File: src/shared/rmu_pkg.sv
package rmu_pkg;
   localparam logic [6:0] OPC_MUL_FILE = 7'h01;
   localparam int OPC_MSB = 15;
   localparam int OPC_LSB = 9;
   localparam int SEL_BIT = 8;
   localparam logic [7:0] IDX_MAX = 8'h5f;
   localparam logic [7:0] ACC_SPLIT = 8'h60;
   localparam logic [3:0] ACC_HI_BANK = 4'hf;
   localparam logic [7:0] PROD_RST = 8'h00;
   localparam int CLK_NS = 100;
   localparam int PHASES = 4;

   typedef enum logic [1:0] {RMU_ADDR_ACCESS, RMU_ADDR_BANKED, RMU_ADDR_INDEXED} rmu_mode_t;

   typedef struct packed {
      logic [11:0] addr;
      logic rd;
      rmu_mode_t mode;
   } rmu_mem_req_t;

   typedef struct packed {
      logic [7:0] high;
      logic [7:0] low;
   } rmu_prod_t;
endpackage

File: src/rtl/rmu_core.sv
// How it works
// RQ1: Opcode 0000001a ffffffff is decoded; accumulator times operand, unsigned.
// RQ2: Product bits 15..8 go to product_high_byte, 7..0 to product_low_byte.
// RQ3: Accumulator and operand are never written; only product pair changes.
// RQ4: No status flag output is driven by this operation; zero not detected.
// RQ5: Selector 0 addresses the fast access bank.
// RQ6: Selector 1 combines bank_select_register with the file address.
// RQ7: Selector 0, extended set, address <= 95 uses indexed literal offset.
// RQ8: One cycle: decode Q1, read Q2, multiply Q3, write pair Q4.
module rmu_core (
   input wire logic CLOCK_I,
   input wire logic RESETN_I,
   input wire logic [1:0] PHASE_I,
   input wire logic INSTR_VALID_I,
   input wire logic [15:0] INSTR_I,
   input wire logic [7:0] ACCUM_I,
   input wire logic [3:0] BANK_SELECT_REGISTER_I,
   input wire logic EXT_SET_EN_I,
   input wire logic [7:0] OPERAND_I,
   output rmu_pkg::rmu_mem_req_t MEM_REQ_O,
   output rmu_pkg::rmu_prod_t PROD_O,
   output logic PROD_WR_O
);
   import rmu_pkg::*;

   // Shared by the decoder and take_q1 so the decoder and the take_q1 checks see one opcode test
   function automatic logic mul_taken(input logic v, input logic [15:0] w);
      return v && w[OPC_MSB:OPC_LSB] == OPC_MUL_FILE;
   endfunction

   function automatic rmu_mem_req_t resolve(input logic sel, input logic [7:0] f,
                                            input logic [3:0] bank, input logic ext);
      rmu_mem_req_t r;
      r.rd = 1'b1;
      if (sel) begin
         r.mode = RMU_ADDR_BANKED; // RQ6
         r.addr = {bank, f}; // RQ6
      end else if (ext && f <= IDX_MAX) begin
         // No offset arithmetic is done here or anywhere else in the core
         r.mode = RMU_ADDR_INDEXED; // RQ7
         r.addr = {4'h0, f}; // RQ7
      end else begin
         r.mode = RMU_ADDR_ACCESS; // RQ5
         r.addr = (f < ACC_SPLIT) ? {4'h0, f} : {ACC_HI_BANK, f}; // RQ5
      end
      return r;
   endfunction

   logic hit_ff, nxt_hit;
   logic [7:0] acc_ff, nxt_acc;
   logic [15:0] mul_ff, nxt_mul;
   rmu_mem_req_t req_ff, nxt_req;
   rmu_prod_t prod_ff, nxt_prod;
   logic wr_ff, nxt_wr;
   logic [7:0] op_seen_ff, nxt_op;
   logic take_q1;

   assign take_q1 = PHASE_I == 2'h0 && mul_taken(INSTR_VALID_I, INSTR_I);

   always_comb begin
      nxt_hit = hit_ff;
      nxt_acc = acc_ff;
      nxt_mul = mul_ff;
      nxt_req = req_ff;
      nxt_prod = prod_ff;
      nxt_wr = 1'b0;
      nxt_op = op_seen_ff;
      case (PHASE_I)
         2'h0: begin
            nxt_hit = mul_taken(INSTR_VALID_I, INSTR_I); // RQ1
            nxt_req = '0;
            if (nxt_hit) begin
               nxt_req = resolve(INSTR_I[SEL_BIT], INSTR_I[7:0], BANK_SELECT_REGISTER_I, EXT_SET_EN_I);
               nxt_acc = ACCUM_I; // RQ3
            end
         end
         2'h1: begin
            nxt_req.rd = 1'b0;
            nxt_op = OPERAND_I;
            if (hit_ff) begin
               nxt_mul = {8'h00, OPERAND_I}; // RQ8
            end
         end
         2'h2: begin
            if (hit_ff) begin
               // Both operands widened first so no product bit is lost
               nxt_mul = {8'h00, acc_ff} * {8'h00, mul_ff[7:0]}; // RQ1
            end
         end
         default: begin
            if (hit_ff) begin
               nxt_prod.high = mul_ff[15:8]; // RQ2
               nxt_prod.low = mul_ff[7:0]; // RQ2
               nxt_wr = 1'b1; // RQ8
            end
            nxt_hit = 1'b0;
         end
      endcase
   end

   always_ff @(posedge CLOCK_I or negedge RESETN_I) begin
      if (!RESETN_I) begin
         hit_ff <= 1'b0;
         acc_ff <= 8'h00;
         mul_ff <= 16'h0000;
         req_ff <= '0;
         prod_ff <= {PROD_RST, PROD_RST};
         wr_ff <= 1'b0;
         op_seen_ff <= 8'h00;
      end else begin
         hit_ff <= nxt_hit;
         acc_ff <= nxt_acc;
         mul_ff <= nxt_mul;
         req_ff <= nxt_req;
         prod_ff <= nxt_prod;
         wr_ff <= nxt_wr;
         op_seen_ff <= nxt_op;
      end
   end

   // Block has no write path to memory or accumulator, so RQ3/RQ4 hold by construction
   assign MEM_REQ_O = req_ff;
   assign PROD_O = prod_ff;
   assign PROD_WR_O = wr_ff;

   chk_decode_hit: assert property (@(posedge CLOCK_I) disable iff (!RESETN_I) // RQ1
      (PHASE_I == 2'h0 && INSTR_VALID_I && INSTR_I[15:9] == 7'h01) |=> hit_ff && MEM_REQ_O.rd)
      else $error("multiply opcode not decoded");
   chk_no_false_hit: assert property (@(posedge CLOCK_I) disable iff (!RESETN_I) // RQ1
      (PHASE_I == 2'h0 && INSTR_I[15:9] != 7'h01) |=> !hit_ff)
      else $error("wrong opcode decoded as multiply");
   chk_product_value: assert property (@(posedge CLOCK_I) disable iff (!RESETN_I) // RQ2
      PROD_WR_O |-> {PROD_O.high, PROD_O.low} == {8'h00, acc_ff} * {8'h00, op_seen_ff})
      else $error("product pair value wrong");
   chk_pair_stable: assert property (@(posedge CLOCK_I) disable iff (!RESETN_I) // RQ3
      !PROD_WR_O |-> $stable(PROD_O))
      else $error("product pair changed without write");
   chk_access_bank: assert property (@(posedge CLOCK_I) disable iff (!RESETN_I) // RQ5
      (PHASE_I == 2'h0 && INSTR_VALID_I && INSTR_I[15:8] == 8'h02 && !EXT_SET_EN_I)
      |=> MEM_REQ_O.mode == RMU_ADDR_ACCESS)
      else $error("selector 0 did not use access bank");
   chk_banked: assert property (@(posedge CLOCK_I) disable iff (!RESETN_I) // RQ6
      (PHASE_I == 2'h0 && INSTR_VALID_I && INSTR_I[15:8] == 8'h03)
      |=> MEM_REQ_O.addr == {$past(BANK_SELECT_REGISTER_I), $past(INSTR_I[7:0])})
      else $error("banked address wrong");
   chk_indexed: assert property (@(posedge CLOCK_I) disable iff (!RESETN_I) // RQ7
      (PHASE_I == 2'h0 && INSTR_VALID_I && INSTR_I[15:8] == 8'h02 && EXT_SET_EN_I && INSTR_I[7:0] <= 8'h5f)
      |=> MEM_REQ_O.mode == RMU_ADDR_INDEXED)
      else $error("indexed mode not chosen");
   chk_one_cycle: assert property (@(posedge CLOCK_I) disable iff (!RESETN_I) // RQ8
      (PHASE_I == 2'h0 && INSTR_VALID_I && INSTR_I[15:9] == 7'h01) |-> ##4 PROD_WR_O)
      else $error("product not written at end of cycle");
   chk_wr_phase: assert property (@(posedge CLOCK_I) disable iff (!RESETN_I) // RQ8
      PROD_WR_O |-> $past(PHASE_I) == 2'h3)
      else $error("product written outside fourth phase");

   chk_rd_one_cycle: assert property (@(posedge CLOCK_I) disable iff (!RESETN_I) // RQ8
      MEM_REQ_O.rd |=> !MEM_REQ_O.rd)
      else $error("read strobe stood longer than one cycle");
   chk_wr_pulse: assert property (@(posedge CLOCK_I) disable iff (!RESETN_I) // RQ8
      PROD_WR_O |=> !PROD_WR_O)
      else $error("product write stood longer than one cycle");
   chk_operand_take: assert property (@(posedge CLOCK_I) disable iff (!RESETN_I) // RQ8
      (PHASE_I == 2'h1 && hit_ff) |=> mul_ff == {8'h00, $past(OPERAND_I)})
      else $error("operand not taken in second phase");
   chk_mul_phase: assert property (@(posedge CLOCK_I) disable iff (!RESETN_I) // RQ1
      (PHASE_I == 2'h2 && hit_ff)
      |=> mul_ff == {8'h00, $past(acc_ff)} * {8'h00, $past(mul_ff[7:0])})
      else $error("product not formed in third phase");
   chk_pair_split: assert property (@(posedge CLOCK_I) disable iff (!RESETN_I) // RQ2
      PROD_WR_O |-> {PROD_O.high, PROD_O.low} == $past(mul_ff))
      else $error("product halves not split high and low");
   chk_wr_only_hit: assert property (@(posedge CLOCK_I) disable iff (!RESETN_I) // RQ1
      PROD_WR_O |-> $past(hit_ff))
      else $error("product written without a decoded multiply");
   chk_refused_req: assert property (@(posedge CLOCK_I) disable iff (!RESETN_I) // RQ1
      (PHASE_I == 2'h0 && !take_q1) |=> MEM_REQ_O == '0)
      else $error("refused word left a memory request");
   chk_refused_wr: assert property (@(posedge CLOCK_I) disable iff (!RESETN_I) // RQ1
      (PHASE_I == 2'h0 && !take_q1) |-> ##4 !PROD_WR_O)
      else $error("refused word wrote the product pair");

   // Accumulator copy is private; the core register itself is never touched
   chk_acc_taken: assert property (@(posedge CLOCK_I) disable iff (!RESETN_I) // RQ3
      take_q1 |=> acc_ff == $past(ACCUM_I))
      else $error("accumulator not taken at decode");
   chk_acc_hold: assert property (@(posedge CLOCK_I) disable iff (!RESETN_I) // RQ3
      !take_q1 |=> $stable(acc_ff))
      else $error("accumulator copy changed outside decode");
   chk_addr_held: assert property (@(posedge CLOCK_I) disable iff (!RESETN_I) // RQ5
      PHASE_I != 2'h0 |=> $stable(MEM_REQ_O.addr) && $stable(MEM_REQ_O.mode))
      else $error("operand address moved inside the cycle");

   chk_access_low: assert property (@(posedge CLOCK_I) disable iff (!RESETN_I) // RQ5
      (take_q1 && !INSTR_I[SEL_BIT] && !EXT_SET_EN_I && INSTR_I[7:0] < ACC_SPLIT)
      |=> MEM_REQ_O.addr == {4'h0, $past(INSTR_I[7:0])})
      else $error("low access bank address wrong");
   chk_access_high: assert property (@(posedge CLOCK_I) disable iff (!RESETN_I) // RQ5
      (take_q1 && !INSTR_I[SEL_BIT] && INSTR_I[7:0] >= ACC_SPLIT)
      |=> MEM_REQ_O.addr == {ACC_HI_BANK, $past(INSTR_I[7:0])})
      else $error("high access bank address wrong");
   chk_banked_mode: assert property (@(posedge CLOCK_I) disable iff (!RESETN_I) // RQ6
      (take_q1 && INSTR_I[SEL_BIT]) |=> MEM_REQ_O.mode == RMU_ADDR_BANKED)
      else $error("selector 1 did not use bank select");
   chk_indexed_addr: assert property (@(posedge CLOCK_I) disable iff (!RESETN_I) // RQ7
      (take_q1 && !INSTR_I[SEL_BIT] && EXT_SET_EN_I && INSTR_I[7:0] <= IDX_MAX)
      |=> MEM_REQ_O.addr == {4'h0, $past(INSTR_I[7:0])})
      else $error("indexed offset address wrong");
   chk_idx_bound: assert property (@(posedge CLOCK_I) disable iff (!RESETN_I) // RQ7
      (take_q1 && !INSTR_I[SEL_BIT] && EXT_SET_EN_I && INSTR_I[7:0] > IDX_MAX)
      |=> MEM_REQ_O.mode == RMU_ADDR_ACCESS)
      else $error("indexed mode used above its limit");

   cov_banked: cover property (@(posedge CLOCK_I) disable iff (!RESETN_I)
      PROD_WR_O && $past(MEM_REQ_O.mode, 3) == RMU_ADDR_BANKED);
   cov_indexed: cover property (@(posedge CLOCK_I) disable iff (!RESETN_I) MEM_REQ_O.mode == RMU_ADDR_INDEXED);
   cov_zero: cover property (@(posedge CLOCK_I) disable iff (!RESETN_I) PROD_WR_O && PROD_O == '0);
   cov_max: cover property (@(posedge CLOCK_I) disable iff (!RESETN_I) PROD_WR_O && PROD_O == 16'hfe01);
   cov_refused: cover property (@(posedge CLOCK_I) disable iff (!RESETN_I)
      PHASE_I == 2'h0 && INSTR_VALID_I && !take_q1);
endmodule // rmu_core

File: config.mk
export PLATFORM = sky130hd
export DESIGN_NAME = rmu_core
export DESIGN_NICKNAME = d
export VERILOG_FILES = /design/src/shared/rmu_pkg.sv /design/src/rtl/rmu_core.sv
export SDC_FILE = /design/constraint.sdc
export NUM_CORES = 1
export LEC_CHECK = 0
export BUFFER_PORTS_ARGS = -buffer_cell sky130_fd_sc_hd__buf_2
export CAP_MARGIN = 20
export CORE_MARGIN = 2
export CORE_UTILIZATION = 40
export DETAILED_ROUTE_END_ITERATION = 8
export GPL_TIMING_DRIVEN = 0
export PLACE_DENSITY = 0.73
export SETUP_SLACK_MARGIN = 0.5
export SLEW_MARGIN = 20
export SYNTH_ARGS = -nofsm -noshare
export SYNTH_HDL_FRONTEND = slang
export SYNTH_SLANG_ARGS = --single-unit
File: constraint.sdc
create_clock -name CLOCK_I -period 4.2 [get_ports CLOCK_I]
set_input_delay 0.42 -clock CLOCK_I [delete_from_list [all_inputs] [get_ports CLOCK_I]]
set_output_delay 0.42 -clock CLOCK_I [all_outputs]
set_load 0.03 [all_outputs]
==> results of run 1 <==
==> worst max-delay path by stage <==
stage                            end  cells past startpoint  startpoint
final                     mul_ff[13]                     14   mul_ff[2]
after floorplan           mul_ff[13]                     14   mul_ff[5]
after global routing      mul_ff[13]                     14   mul_ff[2]
after global placement    mul_ff[14]                     13   mul_ff[2]
after CTS                 mul_ff[14]                     13   acc_ff[6]
after detailed placement  mul_ff[14]                     13   mul_ff[2]
==> stage by stage <==
step / util [%] / power [mW] / instance area [µm²] / TNS (ps) / setup slack [ps]
5_1_grt: 51.8 / 1.11 / 5590 / 0 / 6.30
4_1_cts: 50.8 / 1.08 / 5480 / 0 / 88.4
6_report: 51.8 / 1.07 / 5590 / 0 / 102
3_5_place_dp: 46.9 / 0.640 / 5060 / -2.03 / -2.03
2_1_floorplan: - / 0.596 / 4520 / 0 / 277
3_3_place_gp: 46.9 / 0.637 / 5060 / 0 / 15.8
==> layout make-up <==
class,instances,area [µm²]
fillers,929,5200
multi-input cells,315,2870
flip-flops and latches,57,1440
repair buffers,102,611
inverters,69,259
well taps,140,175
clock buffers,10,128
plain buffers,10,73.8
clock inverters,6,35.0
==> cells in the mapped netlist, types with 5 or more instances <==
master     n  area (µm²)
clkbuf_1   6        22.5
mux2i_1    6        60.1
mux2_2    15         169
a221o_1    5        50.1
and2_1    53         332
o21ai_0   27         135
a21oi_1    8        40.0
nor2_1     7        26.3
nand2_1   65         244
fa_1      36         721
ha_1      40         500
nor2b_1    6        37.5
inv_1     69         259
dfrtp_1   57        1430
==> where the power goes <==
part           internal (mW)  total (mW)  leakage, nW  switching, mW
clock                  0.209       0.429       0.0818          0.220
combinational         0.0362      0.0779         2.14         0.0417
sequential             0.553       0.561        0.772        0.00751
total                  0.798        1.07         2.99          0.269
==> kinds of logic (layout without fill, tap and decap cells) <==
family	count (synthesis)	in the layout	share of synthesized area (%)
simple gates	146	146	16.8
xor+xnor	5	5	0.992
mux	21	21	5.18
fa+ha+maj	76	76	27.6
flops	57	57	32.3
compound gates	67	67	10.3
buf+inv	79	197	6.80
==> critical path: stages, from the launching register on <==
cell and delay [ps]:
dfrtp_2 440, nand2_1 120, fa_1 500, fa_1 520, inv_1 60, fa_1 550
inv_1 50, fa_1 500, inv_2 50, ha_4 270, o211a_1 150, o31a_4 160
nor2_4 50, o311a_1 290, a221o_1 260
==> state kept, by name, indices dropped and copies added, names as in the netlist <==
name	count
acc_ff	8
mul_ff	16
MEM_REQ_O	15
hit_ff	1
PROD_O	16
PROD_WR_O	1
==> per-layer routing <==
metal | share of wire (%) | wire length [µm] | up-vias
met3 | 3.3 | 351 | 19
met2 | 53 | 5580 | 87
li1 | - | - | 1700
met1 | 41 | 4340 | 1813
met4 | 2.7 | 280 | 0
met5 | 0 | 0 | -
==> repair_timing <==
item	in CTS	in global routing
pin swaps	21	17
resized for setup	30	18
endpoints found under the setup margin	9	10
hold endpoints to repair	0	0
buffers inserted	23	6
==> PnR_summary.wiki, run 1 <==
{| class="wikitable"
! Metric !! Value
|-
| Result of the run || finished, final reports clean
|-
| Worst slew slack as a fraction of its limit || between 50% and 60%
|-
| Commonest cells after routing, fill and taps aside || buf_2 (76), inv_1 (65), nand2_1 (62)
|-
| Clock latency of the later-clocked register in the worst-skew pair || ~350 ps
|-
| Clock slew at reported path FFs || 70 ps
|-
| Relative area change from synthesis to final layout || 26.6%
|-
| Pins Over Slew Limit || 0
|-
| Leakage power total || 2.99 nW
|-
| RSZ-0062 raised after global routing || true
|-
| Boundary Pins || 74
|-
| EDFF count, synth || 0
|-
| Final critical-path required period || 4100 ps
|-
| Average size of a mapped cell || 9.79 µm²
|-
| Hold buffers post-CTS || 0
|-
| DR DRC count || 0
|-
| Pin slew with the least headroom to its limit || ~700 ps
|-
| Beginning of the worst register-to-register path || mul_ff[2]
|-
| Half-perimeter wire length after detailed placement || 7.77 mm
|-
| Met3 track utilization from global routing || 3.59%
|-
| Total routing resource utilization after global routing || 19.0%
|-
| Maximum clock frequency || 0.244 GHz
|-
| CTS tree || built
|-
| Async set-or-reset flop fraction in the synthesized netlist || 100%
|-
| Std cell rows || 38
|-
| Worst Clk Skew || 5.77 ps
|-
| Maximum clock path buffer count || 2
|-
| Power density over cell area || roughly 190 mW/mm²
|-
| Prevailing post-synth register cell || dfrtp_1
|-
| Number of nets in the layout || about 680
|-
| Placeable core region || 0.0108 mm²
|-
| Number of sinks driven by the clock tree || 57
|-
| Worst hold-check slack || around 120 ps
|-
| GRT met1 Usage || between 20% and 30%
|-
| Worst Path Required || 4430 ps
|-
| DRT Pass-1 Iters || 4
|-
| Final RePlAce weighted congestion || 0.859
|-
| TritonCTS buffer count || 9
|-
| Capture point of the worst reg-to-reg path || mul_ff[13]
|-
| Residual overflow from global routing || 0
|-
| Number of buffers added on ports || 73
|-
| Crit end category || flip-flop
|-
| Data arrival time of the critical path || about 4300 ps
|-
| Total number of yosys warnings || 0
|-
| Worst IR drop on VDD || 0.189 mV
|-
| Most used routing layer || met2
|-
| Setup slack, reg-to-reg || just over 100 ps
|-
| Portion of the post-synthesis area used by sequential elements || about a third
|-
| Die Footprint || 0.0119 mm²
|-
| Maximum fanout encountered on the critical timing path || 6
|-
| Net count of the mapped netlist || 569
|-
| Chip width || around 110 µm
|-
| Fraction of the cycle the final worst path needs || 97.6%
|-
| #FFs+latches synth || 57
|-
| Depth of the worst register-to-register path || 14
|-
| CTS H-Tree Depth || 3
|-
| Routed via count divided by cell count || slightly above 5
|-
| Number of antenna violations at the first check in global routing || 0
|-
| Number of global-route vias before repair || ~3700
|-
| Leading cell type in the layout, fill and taps excluded || buf_2
|-
| Element type at the critical path start || flip-flop
|-
| Chip height || between 100 and 150 µm
|-
| Setup Crit Path Kind || flip-flop to flip-flop
|-
| Violation count after the first detailed-routing iteration || 233
|-
| Final Routed Wirelength || 10.6 mm
|-
| Number of hold violations in the final report || 0
|-
| Maximum capacitance violations || 0
|-
| Clock tree root driver cell || clkbuf_8
|-
| Maximum number of pins on one net before global-route repair || 58
|-
| Antenna diode instance count || 0
|-
| First-pass GRT wire length || roughly 17 mm
|-
| Initial core utilization || 40.9%
|-
| HP Class || primary input to async pin
|-
| Synthesized netlist cell count || 451
|-
| Share of final-layout standard cells stronger than drive strength 1 || about a third
|-
| Number of non-filler instances in the completed layout || 709
|-
| GR met2 Demand/Resource || 31.9%
|-
| Cell Count Post-Placement || 664
|-
| # setup viols final || 0
|-
| Per-cell routed wire length || 14.9 µm
|-
| Post-route ant nets || 0
|-
| Via Count || 3619
|-
| Number of distinct library cell variants in the gate-level netlist after synthesis || 44
|-
| Post-synthesis instance area || 0.00442 mm²
|}
Note: power is estimated with default switching activity, not from simulation.
==> run 2, diff against run 1 <==
CORE_ASPECT_RATIO = 0.9   (was unset)
==> PnR_summary.wiki, run 2 (synthesized netlist as in run 1, its figures left out) <==
{| class="wikitable"
! Metric !! Value
|-
| Clock slew at reported path FFs || 50 ps (-20 ps)
|-
| Per-cell routed wire length || 15.7 µm (+5.4%)
|-
| Leakage power total || 3.09 nW (+3.4%)
|-
| # setup viols final || 0 (unchanged)
|-
| Worst Clk Skew || 7.47 ps (+1.70 ps)
|-
| Power density over cell area || 242 mW/mm² (+27%)
|-
| Worst IR drop on VDD || 0.198 mV (+4.3%)
|-
| Number of sinks driven by the clock tree || 57 (unchanged)
|-
| Pin slew with the least headroom to its limit || 734 ps (+15.8 ps)
|-
| Placeable core region || 0.0108 mm² (+0.16%)
|-
| Clock tree root driver cell || clkbuf_16
|-
| Die Footprint || 0.0119 mm² (about the same)
|-
| Number of buffers added on ports || 73 (unchanged)
|-
| Number of antenna violations at the first check in global routing || 0 (unchanged)
|-
| Share of final-layout standard cells stronger than drive strength 1 || 35.7% (+2.3 points)
|-
| Chip height || 104 µm (-4.9%)
|-
| Clock latency of the later-clocked register in the worst-skew pair || 330 ps (-20 ps)
|-
| Number of hold violations in the final report || 0 (unchanged)
|-
| Via Count || 3640 (+0.58%)
|-
| Total routing resource utilization after global routing || 19.7% (+0.77 points)
|-
| CTS H-Tree Depth || 3 (unchanged)
|-
| Violation count after the first detailed-routing iteration || 178 (-24%)
|-
| Data arrival time of the critical path || 4320 ps (about the same)
|-
| Initial core utilization || 40.9% (-0.066 points)
|-
| Maximum clock frequency || 0.243 GHz (-0.24%)
|-
| Post-route total power || 1.41 mW (+32%)
|-
| Number of non-filler instances in the completed layout || 707 (-0.28%)
|-
| Final Routed Wirelength || 11.1 mm (+5.1%)
|-
| Maximum clock path buffer count || 2 (unchanged)
|-
| Number of global-route vias before repair || 3854 (+5.2%)
|-
| Post-route ant nets || 0 (unchanged)
|-
| Worst Path Required || 4410 ps (-20 ps)
|-
| Element type at the critical path start || flip-flop
|-
| Pins Over Slew Limit || 0 (unchanged)
|-
| Final critical-path required period || 4110 ps (+10.0 ps)
|-
| Boundary Pins || 74 (unchanged)
|-
| Leading cell type in the layout, fill and taps excluded || buf_2
|-
| Chip width || 115 µm (+5.2%)
|-
| Final RePlAce weighted congestion || 0.920 (+7.1%)
|-
| Crit end category || flip-flop
|-
| Antenna diode instance count || 0 (unchanged)
|-
| TritonCTS buffer count || 9 (unchanged)
|-
| Routed via count divided by cell count || 5.15 (+0.86%)
|-
| Commonest cells after routing, fill and taps aside || buf_2 (75), nand2_1 (61), inv_1 (61)
|-
| RSZ-0062 raised after global routing || true
|-
| Half-perimeter wire length after detailed placement || 7.97 mm (+2.6%)
|-
| Fraction of the cycle the final worst path needs || 97.8% (+0.24 points)
|-
| Depth of the worst register-to-register path || 14 (unchanged)
|-
| Maximum number of pins on one net before global-route repair || 58 (unchanged)
|-
| Residual overflow from global routing || 0 (unchanged)
|-
| DR DRC count || 0 (unchanged)
|-
| Relative area change from synthesis to final layout || 32.2%
|-
| Hold buffers post-CTS || 0 (unchanged)
|-
| Result of the run || finished, final reports clean
|-
| First-pass GRT wire length || 18.5 mm (+6.2%)
|-
| Cell Count Post-Placement || 657 (-1.1%)
|-
| CTS tree || built
|-
| Number of nets in the layout || 687 (+0.73%)
|-
| Maximum capacitance violations || 0 (unchanged)
|-
| Setup Crit Path Kind || flip-flop to flip-flop
|-
| HP Class || primary input to async pin
|-
| Maximum fanout encountered on the critical timing path || 5 (-1)
|-
| Std cell rows || 36 (-5.3%)
|-
| DRT Pass-1 Iters || 4 (unchanged)
|-
| Worst slew slack as a fraction of its limit || 51.1% (-1.1 points)
|}
[run 2: final timing paths]
path                       slack (ps)        from         end
hold / removal                    140    RESETN_I   PROD_O[3]
hold reg to reg                   490  mul_ff[14]  mul_ff[14]
setup / recovery                   90   mul_ff[2]  mul_ff[13]
min in group CLOCK_I              270  ACCUM_I[5]   acc_ff[5]
setup reg to reg                   90   mul_ff[2]  mul_ff[13]
max in group asynchronous        3510    RESETN_I   mul_ff[4]
[run 2: area by class of cell]
type | instances | area [µm²]
Fill cell | 917 | 4970
Multi-Input combinational cell | 315 | 2930
Sequential cell | 57 | 1440
Timing Repair Buffer | 107 | 662
Inverter | 69 | 259
Clock buffer | 10 | 229
Tap cell | 133 | 166
Clock inverter | 6 | 82.6
Buffer | 10 | 72.6
[run 2: through the flow]
step                      area, µm²  setup slack [ps]  utilization, %  TNS, ps  hold WS (ps)
final                          5840              91.5            54.0        0           138
after global routing           5840             -27.3            54.0    -54.5           203
after CTS                      5650              72.3            52.3        0           172
after detailed placement       5050             -51.7            46.8    -91.9           484
after global placement         5050             -9.92            46.7    -9.92           460
after floorplan                4520               277               -        0           124
[run 2: critical path, cell delays in order (launching register included)]
cell and delay (ps):
dfrtp_2 460, buf_6 140, and2_4 130, fa_1 460, fa_1 490, fa_1 530, inv_2 50, fa_1 500
inv_2 50, ha_4 280, o211a_1 160, o31a_4 160, nor2_4 50, o311a_1 280, a221o_1 260
[run 2: repair_timing]
item,in CTS,in global routing
cloned,0,0
pin swaps,10,25
setup buffers,25,9
setup endpoints to repair,9,10
gates resized for setup,34,31
[run 2: per-layer routing]
metal	vias to the layer above	part of all wire [%]	global-route usage, %
met2	81	52	32.7
met3	21	3.0	3.10
li1	1707	-	-
met4	0	2.8	9.98
met1	1831	42	24.8
met5	-	0	0
[run 2: where the power goes]
| part | switching [mW] | total [mW] | internal (mW) |
|---|---|---|---|
| clock network | 0.256 | 0.771 | 0.515 |
| registers | 0.00673 | 0.561 | 0.554 |
| logic | 0.0441 | 0.0812 | 0.0370 |
